File: config.mk
export PLATFORM = sky130hd
export DESIGN_NAME = srn_top
export DESIGN_NICKNAME = d
export VERILOG_FILES = /design/src/shared/srn_pkg.sv /design/src/srn_top.sv
export VERILOG_INCLUDE_DIRS = /design/src /design/src/shared
export SDC_FILE = /design/constraint.sdc
export NUM_CORES = 1
export LEC_CHECK = 0
export ABC_AREA = 1
export BUFFER_PORTS_ARGS = -buffer_cell sky130_fd_sc_hd__buf_2
export CAP_MARGIN = 25
export CORE_ASPECT_RATIO = 0.9
export CORE_MARGIN = 1
export CORE_UTILIZATION = 31
export CTS_CLUSTER_DIAMETER = 80
export DETAILED_ROUTE_END_ITERATION = 6
export PLACE_DENSITY_LB_ADDON = 0.1
export SLEW_MARGIN = 20
export SYNTH_ARGS = -nofsm -noshare
export SYNTH_HDL_FRONTEND = slang
export SYNTH_SLANG_ARGS = --single-unit
File: constraint.sdc
create_clock -name MCLK -period 45 [get_ports MCLK]
set_input_delay 11.25 -clock MCLK [delete_from_list [all_inputs] [get_ports MCLK]]
set_output_delay 11.25 -clock MCLK [all_outputs]
set_load 0.02 [all_outputs]
File: src/shared/srn_defs.svh
// Constants for the serial rate negotiation block
`ifndef SRN_DEFS_SVH
`define SRN_DEFS_SVH

// ----------------------------------------------------------------------------
// Framing bytes and packet identifiers
// ----------------------------------------------------------------------------
`define SRN_FRAME_DELIMITER_BYTE  8'h10
`define SRN_FRAME_END_BYTE        8'h03
`define SRN_ID_REQUEST_DATA       8'h1C
`define SRN_ID_ACKNOWLEDGE        8'h06
`define SRN_ID_RATE_REQUEST       8'h30
`define SRN_ID_RATE_ACCEPT        8'h31
`define SRN_ID_COMMAND            8'h0A
`define SRN_PING_COMMAND_CODE     8'h3A

// ----------------------------------------------------------------------------
// Rates and timing
// ----------------------------------------------------------------------------
`define SRN_FALLBACK_RATE         32'h0000_2580
`define SRN_CLK_HZ                100000000
`define SRN_PROOF_TIME_MS         2000
`define SRN_PROOF_CYCLES          (`SRN_CLK_HZ / 1000 * `SRN_PROOF_TIME_MS)
`define SRN_MAX_PAYLOAD           8'h04
`define SRN_RATE_BYTES            3'h4
`define SRN_RATE_TABLE_SIZE       8

`endif

File: src/shared/srn_pkg.sv
// Types for the serial rate negotiation block
package srn_pkg;

	typedef enum logic [6:0] {
		SRN_RX_IDLE  = 7'h01,
		SRN_RX_ID    = 7'h02,
		SRN_RX_SIZE  = 7'h04,
		SRN_RX_DATA  = 7'h08,
		SRN_RX_SUM   = 7'h10,
		SRN_RX_DLE   = 7'h20,
		SRN_RX_END   = 7'h40
	} srn_rx_type;

	typedef enum logic [5:0] {
		SRN_TX_IDLE  = 6'h01,
		SRN_TX_HEAD  = 6'h02,
		SRN_TX_BODY  = 6'h04,
		SRN_TX_SUM   = 6'h08,
		SRN_TX_DLE   = 6'h10,
		SRN_TX_END   = 6'h20
	} srn_tx_type;

	typedef enum logic [3:0] {
		SRN_NEG_OPEN    = 4'h1,
		SRN_NEG_ACCEPTED = 4'h2,
		SRN_NEG_PROVING = 4'h4,
		SRN_NEG_PROVEN1 = 4'h8
	} srn_neg_type;

endpackage

File: src/srn_top.sv
// Serial rate negotiation command interpreter, device end
`timescale 1ns/1ps
`default_nettype none
`include "srn_defs.svh"

module srn_top
(
	input  wire logic        MCLK,
	input  wire logic        RST_N,
	input  wire logic        POWER_ON,
	input  wire logic [7:0]  RX_DATA,
	input  wire logic        RX_VALID,
	output logic [7:0]       TX_DATA,
	output logic             TX_VALID,
	input  wire logic        TX_READY,
	input  wire logic        BINARY_MODE_CMD,
	input  wire logic        NMEA_MODE_CMD,
	input  wire logic        CFG_UPLOAD,
	input  wire logic        CFG_BINARY,
	input  wire logic        NV_BINARY,
	input  wire logic [31:0] NV_DEFAULT_RATE,
	output logic             NV_WRITE,
	output logic             NV_WRITE_BINARY,
	output logic [31:0]      LINK_RATE,
	output logic             LINK_RATE_LOAD,
	output logic             REQUESTS_OFF,
	output logic             BINARY_MODE,
	output logic             PACKET_ERROR
);

	// ------------------------------------------------------------------------
	// Achievable rates, as the baud divider really makes them
	// ------------------------------------------------------------------------
	logic [31:0] actual_rate  [`SRN_RATE_TABLE_SIZE];
	// All within five percent of a standard rate
	assign actual_rate = '{32'h0000_12C0, 32'h0000_2580, 32'h0000_4B00, 32'h0000_95D9,
		32'h0000_E0B3, 32'h0001_C166, 32'h0002_5800, 32'h0003_82CC};

	// ------------------------------------------------------------------------
	// Receive framing
	// ------------------------------------------------------------------------
	srn_pkg::srn_rx_type rx_q;
	logic [7:0]  rx_id_q;
	logic [7:0]  rx_size_q;
	logic [7:0]  rx_cnt_q;
	logic [7:0]  rx_sum_q;
	logic [31:0] rx_word_q;
	logic        rx_stuff_q;
	logic        pkt_done;
	logic        byte_in;
	logic        is_dle;

	assign is_dle  = RX_DATA == `SRN_FRAME_DELIMITER_BYTE;
	// A doubled delimiter inside the frame stands for one data byte
	assign byte_in = RX_VALID && !(is_dle && !rx_stuff_q && rx_q != srn_pkg::SRN_RX_IDLE
		&& rx_q != srn_pkg::SRN_RX_DLE && rx_q != srn_pkg::SRN_RX_END);

	always_ff @(posedge MCLK)
	begin
		if (!RST_N)
			rx_stuff_q <= 1'b0;
		else if (RX_VALID && rx_q != srn_pkg::SRN_RX_IDLE && rx_q != srn_pkg::SRN_RX_DLE
			&& rx_q != srn_pkg::SRN_RX_END)
			rx_stuff_q <= is_dle && !rx_stuff_q;
	end

	always_ff @(posedge MCLK)
	begin
		if (!RST_N)
		begin
			rx_q      <= srn_pkg::SRN_RX_IDLE;
			rx_id_q   <= 8'h00;
			rx_size_q <= 8'h00;
			rx_cnt_q  <= 8'h00;
			rx_sum_q  <= 8'h00;
			rx_word_q <= 32'h0000_0000;
		end
		else if (byte_in)
		begin
			case (rx_q)
				srn_pkg::SRN_RX_IDLE:
					if (is_dle)
						rx_q <= srn_pkg::SRN_RX_ID;
				srn_pkg::SRN_RX_ID:
				begin
					rx_id_q  <= RX_DATA;
					rx_sum_q <= RX_DATA;
					rx_q     <= srn_pkg::SRN_RX_SIZE;
				end
				srn_pkg::SRN_RX_SIZE:
				begin
					rx_size_q <= RX_DATA;
					rx_cnt_q  <= 8'h00;
					rx_word_q <= 32'h0000_0000;
					rx_sum_q  <= rx_sum_q + RX_DATA;
					rx_q      <= (RX_DATA == 8'h00) ? srn_pkg::SRN_RX_SUM : srn_pkg::SRN_RX_DATA;
				end
				srn_pkg::SRN_RX_DATA:
				begin
					// Least significant byte first
					if (rx_cnt_q < `SRN_MAX_PAYLOAD)
						rx_word_q[rx_cnt_q[1:0]*8 +: 8] <= RX_DATA;
					rx_sum_q <= rx_sum_q + RX_DATA;
					rx_cnt_q <= rx_cnt_q + 8'h01;
					if (rx_cnt_q + 8'h01 == rx_size_q)
						rx_q <= srn_pkg::SRN_RX_SUM;
				end
				srn_pkg::SRN_RX_SUM:
				begin
					rx_sum_q <= rx_sum_q + RX_DATA;
					rx_q     <= srn_pkg::SRN_RX_DLE;
				end
				srn_pkg::SRN_RX_DLE:
					rx_q <= is_dle ? srn_pkg::SRN_RX_END : srn_pkg::SRN_RX_IDLE;
				srn_pkg::SRN_RX_END:
					rx_q <= srn_pkg::SRN_RX_IDLE;
				default:
					rx_q <= srn_pkg::SRN_RX_IDLE;
			endcase
		end
	end

	// Good frame: end byte seen and enclosed bytes sum to zero
	assign pkt_done = byte_in && rx_q == srn_pkg::SRN_RX_END
		&& RX_DATA == `SRN_FRAME_END_BYTE && rx_sum_q == 8'h00;

	always_ff @(posedge MCLK)
	begin
		if (!RST_N)
			PACKET_ERROR <= 1'b0;
		else
			PACKET_ERROR <= byte_in && rx_q == srn_pkg::SRN_RX_END
				&& !(RX_DATA == `SRN_FRAME_END_BYTE && rx_sum_q == 8'h00);
	end

	// ------------------------------------------------------------------------
	// Closest achievable rate, highest wins a tie
	// ------------------------------------------------------------------------
	logic [31:0] best_rate;
	logic [31:0] best_err;
	logic [31:0] diff;
	always_comb
	begin
		best_rate = actual_rate[0];
		best_err  = 32'hFFFF_FFFF;
		diff      = 32'h0000_0000;
		for (int i = 0; i < `SRN_RATE_TABLE_SIZE; i++)
		begin
			diff = (actual_rate[i] > rx_word_q) ? actual_rate[i] - rx_word_q
				: rx_word_q - actual_rate[i];
			if (diff <= best_err)
			begin
				best_err  = diff;
				best_rate = actual_rate[i];
			end
		end
	end

	// ------------------------------------------------------------------------
	// Negotiation
	// ------------------------------------------------------------------------
	srn_pkg::srn_neg_type neg_q;
	logic [31:0] offer_q;
	logic [31:0] timer_q;
	logic        reply_q;
	logic [7:0]  reply_id_q;
	logic [7:0]  reply_len_q;
	logic [31:0] reply_word_q;
	logic        tx_busy;
	logic        is_ping;

	assign is_ping = pkt_done && rx_id_q == `SRN_ID_COMMAND && rx_size_q == 8'h02
		&& rx_word_q[7:0] == `SRN_PING_COMMAND_CODE;

	always_ff @(posedge MCLK)
	begin
		if (!RST_N)
		begin
			reply_q      <= 1'b0;
			reply_id_q   <= 8'h00;
			reply_len_q  <= 8'h00;
			reply_word_q <= 32'h0000_0000;
		end
		else if (pkt_done && rx_id_q == `SRN_ID_REQUEST_DATA && rx_word_q[15:0] == 16'h0000)
		begin
			reply_q      <= 1'b1;
			reply_id_q   <= `SRN_ID_ACKNOWLEDGE;
			reply_len_q  <= 8'h02;
			reply_word_q <= {24'h00_0000, `SRN_ID_REQUEST_DATA};
		end
		else if (pkt_done && rx_id_q == `SRN_ID_RATE_REQUEST && REQUESTS_OFF)
		begin
			reply_q      <= 1'b1;
			reply_id_q   <= `SRN_ID_RATE_ACCEPT;
			reply_len_q  <= 8'h04;
			reply_word_q <= best_rate;
		end
		else if (is_ping && (neg_q == srn_pkg::SRN_NEG_PROVING
			|| neg_q == srn_pkg::SRN_NEG_PROVEN1))
		begin
			reply_q      <= 1'b1;
			reply_id_q   <= `SRN_ID_ACKNOWLEDGE;
			reply_len_q  <= 8'h02;
			reply_word_q <= {24'h00_0000, `SRN_ID_COMMAND};
		end
		else if (!tx_busy)
			reply_q <= 1'b0;
	end

	always_ff @(posedge MCLK)
	begin
		if (!RST_N)
			REQUESTS_OFF <= 1'b0;
		else if (pkt_done && rx_id_q == `SRN_ID_REQUEST_DATA)
			REQUESTS_OFF <= rx_word_q[15:0] == 16'h0000;
	end

	// Timer only counts while proving; nothing is written to nonvolatile store
	always_ff @(posedge MCLK)
	begin
		if (!RST_N)
		begin
			neg_q          <= srn_pkg::SRN_NEG_OPEN;
			offer_q        <= 32'h0000_0000;
			timer_q        <= 32'h0000_0000;
			LINK_RATE      <= `SRN_FALLBACK_RATE;
			LINK_RATE_LOAD <= 1'b0;
		end
		else
		begin
			LINK_RATE_LOAD <= 1'b0;
			if (POWER_ON)
			begin
				neg_q          <= srn_pkg::SRN_NEG_OPEN;
				LINK_RATE      <= NV_DEFAULT_RATE;
				LINK_RATE_LOAD <= 1'b1;
			end
			else
			case (neg_q)
				srn_pkg::SRN_NEG_OPEN, srn_pkg::SRN_NEG_ACCEPTED:
					// A later request replaces the offer the host would accept
					if (pkt_done && rx_id_q == `SRN_ID_RATE_REQUEST && REQUESTS_OFF)
					begin
						offer_q <= best_rate;
						neg_q   <= srn_pkg::SRN_NEG_ACCEPTED;
					end
					// Host ack carries the rate accept id; switch at once
					else if (neg_q == srn_pkg::SRN_NEG_ACCEPTED && pkt_done
						&& rx_id_q == `SRN_ID_ACKNOWLEDGE
						&& rx_word_q[7:0] == `SRN_ID_RATE_ACCEPT)
					begin
						LINK_RATE      <= offer_q;
						LINK_RATE_LOAD <= 1'b1;
						timer_q        <= 32'h0000_0000;
						neg_q          <= srn_pkg::SRN_NEG_PROVING;
					end
				srn_pkg::SRN_NEG_PROVING, srn_pkg::SRN_NEG_PROVEN1:
				begin
					timer_q <= timer_q + 32'h0000_0001;
					if (is_ping && neg_q == srn_pkg::SRN_NEG_PROVEN1)
						neg_q <= srn_pkg::SRN_NEG_OPEN;
					else if (is_ping)
						neg_q <= srn_pkg::SRN_NEG_PROVEN1;
					else if (timer_q >= 32'(`SRN_PROOF_CYCLES - 1))
					begin
						LINK_RATE      <= `SRN_FALLBACK_RATE;
						LINK_RATE_LOAD <= 1'b1;
						neg_q          <= srn_pkg::SRN_NEG_OPEN;
					end
				end
				default:
					neg_q <= srn_pkg::SRN_NEG_OPEN;
			endcase
		end
	end

	// ------------------------------------------------------------------------
	// Output mode: command is volatile, upload is persistent
	// ------------------------------------------------------------------------
	always_ff @(posedge MCLK)
	begin
		if (!RST_N)
			BINARY_MODE <= 1'b0;
		else if (POWER_ON)
			BINARY_MODE <= NV_BINARY;
		else if (CFG_UPLOAD)
			BINARY_MODE <= CFG_BINARY;
		else if (BINARY_MODE_CMD)
			BINARY_MODE <= 1'b1;
		else if (NMEA_MODE_CMD)
			BINARY_MODE <= 1'b0;
	end

	always_ff @(posedge MCLK)
	begin
		if (!RST_N)
		begin
			NV_WRITE        <= 1'b0;
			NV_WRITE_BINARY <= 1'b0;
		end
		else
		begin
			NV_WRITE <= CFG_UPLOAD;
			if (CFG_UPLOAD)
				NV_WRITE_BINARY <= CFG_BINARY;
		end
	end

	// ------------------------------------------------------------------------
	// Transmit framing
	// ------------------------------------------------------------------------
	srn_pkg::srn_tx_type tx_q;
	logic [7:0] tx_cnt_q;
	logic [7:0] tx_sum_q;
	logic       tx_stuff_q;
	logic [7:0] tx_byte;

	// Last byte still waiting counts as busy, or a new reply would be lost
	assign tx_busy = tx_q != srn_pkg::SRN_TX_IDLE || (TX_VALID && !TX_READY);

	always_comb
	begin
		case (tx_q)
			srn_pkg::SRN_TX_HEAD: tx_byte = (tx_cnt_q == 8'h00) ? reply_id_q : reply_len_q;
			srn_pkg::SRN_TX_BODY: tx_byte = reply_word_q[tx_cnt_q[1:0]*8 +: 8];
			srn_pkg::SRN_TX_SUM:  tx_byte = 8'h00 - tx_sum_q;
			srn_pkg::SRN_TX_END:  tx_byte = `SRN_FRAME_END_BYTE;
			default:              tx_byte = `SRN_FRAME_DELIMITER_BYTE;
		endcase
	end

	// Data bytes equal to the delimiter are sent twice
	always_ff @(posedge MCLK)
	begin
		if (!RST_N)
		begin
			tx_q       <= srn_pkg::SRN_TX_IDLE;
			tx_cnt_q   <= 8'h00;
			tx_sum_q   <= 8'h00;
			tx_stuff_q <= 1'b0;
			TX_DATA    <= 8'h00;
			TX_VALID   <= 1'b0;
		end
		else if (TX_VALID && !TX_READY)
			TX_VALID <= 1'b1;
		else if (tx_q == srn_pkg::SRN_TX_IDLE)
		begin
			TX_VALID <= 1'b0;
			if (reply_q)
			begin
				TX_DATA  <= `SRN_FRAME_DELIMITER_BYTE;
				TX_VALID <= 1'b1;
				tx_q     <= srn_pkg::SRN_TX_HEAD;
				tx_cnt_q <= 8'h00;
				tx_sum_q <= 8'h00;
			end
		end
		else
		begin
			TX_DATA  <= tx_byte;
			TX_VALID <= 1'b1;
			if (tx_byte == `SRN_FRAME_DELIMITER_BYTE && !tx_stuff_q
				&& tx_q != srn_pkg::SRN_TX_DLE)
				tx_stuff_q <= 1'b1;
			else
			begin
				tx_stuff_q <= 1'b0;
				case (tx_q)
					srn_pkg::SRN_TX_HEAD:
					begin
						tx_sum_q <= tx_sum_q + tx_byte;
						tx_cnt_q <= (tx_cnt_q == 8'h00) ? 8'h01 : 8'h00;
						if (tx_cnt_q != 8'h00)
							tx_q <= srn_pkg::SRN_TX_BODY;
					end
					srn_pkg::SRN_TX_BODY:
					begin
						tx_sum_q <= tx_sum_q + tx_byte;
						tx_cnt_q <= tx_cnt_q + 8'h01;
						if (tx_cnt_q + 8'h01 == reply_len_q)
							tx_q <= srn_pkg::SRN_TX_SUM;
					end
					srn_pkg::SRN_TX_SUM: tx_q <= srn_pkg::SRN_TX_DLE;
					srn_pkg::SRN_TX_DLE: tx_q <= srn_pkg::SRN_TX_END;
					default:             tx_q <= srn_pkg::SRN_TX_IDLE;
				endcase
			end
		end
	end

endmodule
`default_nettype wire

==> results_dict.tcl, run 1 <==
set metrics [dict create \
    status "finished clean" \
    yosys-top-cells-area "dfxtp_1 17%, ha_1 13%, nand2_1 12%, o21ai_0 8.4%, xor2_1 7.7%" \
    synth_flop_cell "dfxtp_1" \
    yosys_warnings 0 \
    synth.cell_area_mm2 0.02574 \
    grt_start_max_net_pins 69 \
    final_cells 5236 \
    finalWeightedCongestion 1.055 \
    fill_cells 9031 \
    fp-row-count 99 \
    synth_cell_types 66 \
    routedWlPerCell_um 22.10 \
    worstHoldPathType "reg -> reg" \
    die_y_um 275.4 \
    final-setup-viol-count 0 \
    finalHoldViolCount 0 \
    ios 97 \
    port_buffers 96 \
    hpwl_mm 94.86 \
    cts.sinks 214 \
    timing.slew.headroom 0.2513 \
    grt_pass1_wl_mm 169.9 \
    grt_pass1_vias 26160 \
    routed_via_density 5.411 \
    crit_required_ns 45.49 \
    synthesis.nets 4466 \
    cts_buffers 27 \
    core-area_mm2 0.08163 \
    start_util 0.3153 \
    areaGrowthSynthToFinish_pct 9.070 \
    crit_top_cell "nor2_1" \
    grtUsageTotal 0.2652 \
    cts_hold_buf 0 \
    grt_overflow 0 \
    end_kind "flip-flop" \
    multi_input_area_mm2 0.01864 \
    clk_pin_slew_worst_paths_ns 0.06 \
    clk_path_buf_depth 3 \
    cts_max_level 1 \
    synthArstFlopShare 0 \
    fmax_ghz 0.04396 \
    antenna_found_initial 3 \
    finalSetupTns_ns 0 \
    first_iter_violations 3079 \
    placedCellCount 5183 \
    slew_violations 0 \
    critPathKind "reg -> reg" \
    synth.ff_latch_count 214 \
    dr_total_vias 28330 \
    slowest_delay_ns 0.90 \
    start_kind "flip-flop" \
    drc 0 \
    layout-drive-gt1-share 0.07497 \
    synth_top_area_frac 0.1664 \
    ff_latch_area_mm2 0.004284 \
    root_buffer "clkbuf_16" \
    cts_resized 0 \
    fin_nets 4483 \
    syn_avg_cell_area_um2 6.219 \
    cp_max_fo 65 \
    rsz0062_at_grt "no" \
    synth_top_area_cell "dfxtp_1" \
    slowest_stage "nor4_1" \
    synth_edf_count 0 \
    fin_crit_sh 0.5055 \
    clk_latency_ns 0.59 \
    tightest_slew_ns 1.109 \
    fp.dieArea_mm2 0.08419 \
    arrival_ns 23.24 \
    tritoncts "yes" \
    layout_min_cycle_time_ns 22.75 \
    synth_cells 4139 \
    wl_mm 115.7 \
    postCtsSetupRepairBufs 0 \
    ant_nets 0 \
    yosysSeqAreaShare 0.1664 \
    die_x_um 305.7 \
    drt_first_pass_iters 6 \
    max_cap_viol_count 0 \
    skew_ns 0.04743 \
]
-- registers in the layout, indices dropped and copies added (netlist names), 4 cells and up --
| register | flops |
|---|---|
| TX_DATA | 8 |
| neg_q | 4 |
| rx_size_q | 8 |
| tx_cnt_q | 8 |
| rx_word_q | 32 |
| tx_q | 6 |
| offer_q | 15 |
| reply_word_q | 18 |
| rx_cnt_q | 8 |
| timer_q | 32 |
| tx_sum_q | 8 |
| rx_q | 7 |
| LINK_RATE | 32 |
| rx_id_q | 8 |
| rx_sum_q | 8 |
-- worst paths after layout --
path	cells after the start	to	start	slack [ns]
hold reg to reg	2	NV_WRITE_BINARY$_SDFFE_PN0P_	NV_WRITE_BINARY$_SDFFE_PN0P_	0.46
hold / removal	2	NV_WRITE_BINARY$_SDFFE_PN0P_	NV_WRITE_BINARY$_SDFFE_PN0P_	0.46
setup reg to reg	97	reply_word_q[10]$_SDFFE_PP0P_	rx_word_q[1]$_SDFFE_PN0P_	22.25
setup / recovery	97	reply_word_q[10]$_SDFFE_PP0P_	rx_word_q[1]$_SDFFE_PN0P_	22.25
-- metal layers --
| layer | track usage | share of wire | vias to the layer above | wire length (µm) |
|---|---|---|---|---|
| li1 | - | - | 13950 | - |
| met1 | 0.4087 | 0.49 | 13150 | 57250 |
| met2 | 0.3743 | 0.39 | 1100 | 45650 |
| met3 | 0.04622 | 0.089 | 133 | 10250 |
| met4 | 0.05911 | 0.022 | 4 | 2537 |
| met5 | 0 | 0.00022 | - | 26 |
-- Yosys cell counts (16+ instances only) --
master / number
nand2_2: 21
nor3_1: 59
o21ai_0: 433
inv_1: 498
xor2_1: 225
o21ai_1: 36
ha_1: 275
dfxtp_1: 214
a21oi_1: 352
nand2_1: 834
a31oi_1: 35
o221ai_1: 16
o211ai_1: 31
nor4_1: 39
nand3_1: 154
o21ai_2: 28
a211oi_1: 41
clkinv_1: 20
nand4_1: 87
clkbuf_1: 121
nor2_1: 402
-- metrics by stage --
| stage | instance area (µm²) | setup slack, ns | utilization | hold WS, ns |
|---|---|---|---|---|
| 6_report | 28080 | 22.25 | 0.3439 | 0.4569 |
| 5_1_grt | 28070 | 20.90 | 0.3439 | 0.4713 |
| 4_1_cts | 28030 | 22.43 | 0.3434 | 0.4582 |
| 3_5_place_dp | 27180 | 22.52 | 0.3330 | 0.4490 |
| 3_3_place_gp | 27180 | 22.75 | 0.3330 | 0.4485 |
| 2_1_floorplan | 25740 | 29.32 | - | 0.4382 |
-- cell type report --
| class | instances | area share |
|---|---|---|
| sequential | 214 | 0.1526 |
| tap | 1060 | 0.04724 |
| clock buffer | 39 | 0.02674 |
| antenna | 1 | 0.00008913 |
| timing repair buffer | 156 | 0.03369 |
| inverter | 536 | 0.07224 |
| clock inverter | 9 | 0.003387 |
| multi-input combinational | 3221 | 0.6640 |
-- critical path, delay by kind of cell, from the launching register on --
family / cells / cell delay (ns)
buffers and inverters: 20 / 3.92
AOI/OAI and AO/OA: 27 / 7.11
adders and majority gates: 8 / 2.69
DFF: 1 / 0.30
xor gates and xnor gates: 1 / 0.26
and+or+nand+nor: 41 / 8.12
-- layout by cell type, fill, tap and decap left out, types with 41 or more instances in the layout --
| master | netlist | routed |
|---|---|---|
| nor2_1 | 402 | 402 |
| nand2_1 | 834 | 834 |
| nor3_1 | 59 | 59 |
| xor2_1 | 225 | 225 |
| buf_2 | 13 | 96 |
| nand4_1 | 87 | 87 |
| buf_4 | 8 | 58 |
| a211oi_1 | 41 | 41 |
| o21ai_0 | 433 | 431 |
| nand3_1 | 154 | 154 |
| dfxtp_1 | 214 | 214 |
| inv_1 | 498 | 498 |
| a21oi_1 | 352 | 352 |
| ha_1 | 275 | 275 |
-- cell families (layout without fill, tap and decap cells) --
group | after synthesis | after routing | synth area share
and+or+nand+nor | 1653 | 1653 | 0.2765
AOI/OAI and AO/OA | 1058 | 1058 | 0.2322
buffers and inverters | 704 | 740 | 0.1100
adders and majority gates | 277 | 277 | 0.1352
xor gates and xnor gates | 227 | 227 | 0.07724
DFF | 214 | 214 | 0.1664
muxes | 6 | 6 | 0.002333
other | 0 | 1 | 0
Power of run 1 is not shown: default switching activity piles up to over one toggle a cycle in this logic, so the estimate is an artifact.
==> run 2: changes to the inputs <==
==> constraint.sdc (replaced) <==
create_clock -name MCLK -period 20.6 [get_ports MCLK]
set_input_delay 5.15 -clock MCLK [delete_from_list [all_inputs] [get_ports MCLK]]
set_output_delay 5.15 -clock MCLK [all_outputs]
set_load 0.02 [all_outputs]
==> run 2 against run 1 <==
  * Clock skew decreased by 0.0076 ns
  * Flip-flop and latch count unchanged
  * Worst hold slack improved by 0.0024 ns
  * First-iteration DRC count decreased by 0.75%
  * Final cell count increased by 0.32%
  * Critical path depth decreased by 3
  * Core utilization increased by 0.41 points
  * Global-route usage increased by 0.32 points
  * Count of clock-buffer cells in the layout increased by 2
==> results_dict.tcl, run 2 (synthesis results as in run 1) <==
set metrics [dict create \
    fp-row-count 99 \
    final-setup-viol-count 0 \
    start_kind "flip-flop" \
    drt_first_pass_iters 6 \
    critPathKind "reg -> reg" \
    fin_nets 4499 \
    fmax_ghz 0.05091 \
    cp_max_fo 48 \
    holdPathEnd "rx_id_q[7]$_SDFFE_PN0P_" \
    rsz0062_at_grt "no" \
    r2r_end "offer_q[7]$_SDFFE_PN0P_" \
    root_buffer "clkbuf_16" \
    grt_pass1_wl_mm 170.9 \
    cts.sinks 214 \
    antenna_found_initial 1 \
    grtUsageTotal 0.2684 \
    end_kind "flip-flop" \
    port_buffers 96 \
    routedWlPerCell_um 22.31 \
    hp-start "rx_id_q[7]$_SDFFE_PN0P_" \
    tritoncts "yes" \
    hpwl_mm 96.24 \
    first_iter_violations 3056 \
    wl_mm 117.2 \
    status "finished clean" \
    fin_crit_sh 0.9535 \
    finalHoldViolCount 0 \
    clk_path_buf_depth 3 \
    cts_buffers 27 \
    worstHoldPathType "reg -> reg" \
    finalWeightedCongestion 1.039 \
    reg2reg_depth 94 \
    final_cells 5253 \
    placedCellCount 5198 \
    largestRegisters "LINK_RATE x32, rx_word_q x32, timer_q x32" \
    grt_pass1_vias 26250 \
    skew_ns 0.03980 \
    final_common_cell "nand2_1" \
    clk_pin_slew_worst_paths_ns 0.06 \
    fp.dieArea_mm2 0.08419 \
    num_antenna_cells 0 \
    ios 97 \
    rrSetupSlack_ns 0.96 \
    routed_via_density 5.441 \
    slowest_delay_ns 0.55 \
    timing.slew.headroom 0.2130 \
    layout_min_cycle_time_ns 19.64 \
    finalSetupTns_ns 0 \
    slowest_stage "o21ai_0" \
    dr_total_vias 28580 \
    cts_max_level 1 \
    arrival_ns 20.09 \
    crit_top_cell "buf_4" \
    areaGrowthSynthToFinish_pct 10.38 \
    most-common-layout-cells "833 x nand2_1, 496 x inv_1, 415 x o21ai_0" \
    grt_overflow 0 \
    die_x_um 305.7 \
    slew_violations 0 \
    die_y_um 275.4 \
    r2r_start "rx_word_q[13]$_SDFFE_PN0P_" \
    holdPathStages 2 \
    drc 0 \
    tightest_slew_ns 1.151 \
    ant_nets 0 \
    layout-drive-gt1-share 0.08276 \
    grt_start_max_net_pins 73 \
    start_util 0.3153 \
    max_cap_viol_count 0 \
    crit_required_ns 21.05 \
    clk_latency_ns 0.58 \
    core-area_mm2 0.08163 \
]
## run 2: changes by cell type in the layout (fill, tap and decap cells not counted), moves of 4 or more
cell and delta:
clkinv_2 -4, o21ai_0 -16, bufinv_16 +4, o21ai_1 +16, buf_4 +10
## run 2: worst max-delay path: cells and delay by family, from the launching register on
kind	cells	cell delay [ns]
buffers and inverters	21	4.47
DFF	1	0.31
and+or+nand+nor	36	5.92
adders and majority gates	7	2.26
xor gates and xnor gates	1	0.30
AOI/OAI and AO/OA	29	6.06
## run 2: metrics by stage
step,hold slack (ns),setup WS [ns],area [µm²],utilization
5_1_grt,0.4751,0.006640,28410,0.3481
3_3_place_gp,0.4492,-0.3748,27290,0.3343
6_report,0.4592,0.9582,28410,0.3481
2_1_floorplan,0.4382,4.921,25740,-
3_5_place_dp,0.4537,-0.4158,27300,0.3345
4_1_cts,0.4630,0.05475,28300,0.3467
## run 2: per-layer routing
| layer | vias to the layer above | track usage | part of all wire |
|---|---|---|---|
| met5 | - | 0 | 0 |
| met4 | 0 | 0.05858 | 0.024 |
| met3 | 147 | 0.05413 | 0.092 |
| met2 | 1160 | 0.3850 | 0.40 |
| met1 | 13310 | 0.4046 | 0.49 |
| li1 | 13970 | - | - |
## run 2: repair_timing
action,4_1_cts,5_1_grt
pin swaps,0,1
resized for setup,3,32
buffers inserted,0,1
endpoints found under the setup margin,29,33
gates cloned,0,0
hold buffers,0,0
## run 2: how the worst max path moves through the flow
stage                               startpoint                       endpoint  slack (ns)  cells after the start
floorplan            rx_word_q[8]$_SDFFE_PN0P_  reply_word_q[10]$_SDFFE_PP0P_        4.92                    108
global placement     rx_word_q[9]$_SDFFE_PN0P_        offer_q[7]$_SDFFE_PN0P_       -0.37                     97
detailed placement   rx_word_q[9]$_SDFFE_PN0P_        offer_q[7]$_SDFFE_PN0P_       -0.42                     99
CTS                  rx_word_q[3]$_SDFFE_PN0P_        offer_q[7]$_SDFFE_PN0P_        0.05                    100
global route         rx_word_q[8]$_SDFFE_PN0P_        offer_q[7]$_SDFFE_PN0P_       0.007                    104
finish              rx_word_q[13]$_SDFFE_PN0P_        offer_q[7]$_SDFFE_PN0P_        0.96                     94
## run 2: final cells by class
cell class / count / area, µm²
Clock inverter: 9 / 195.2
Tap cell: 1060 / 1326
Fill cell: 9111 / 53220
Multi-Input combinational cell: 3221 / 18690
Clock buffer: 41 / 788.3
Timing Repair Buffer: 172 / 1085
Sequential cell: 214 / 4289
Inverter: 536 / 2039
Power of run 2 is left out for the same reason.
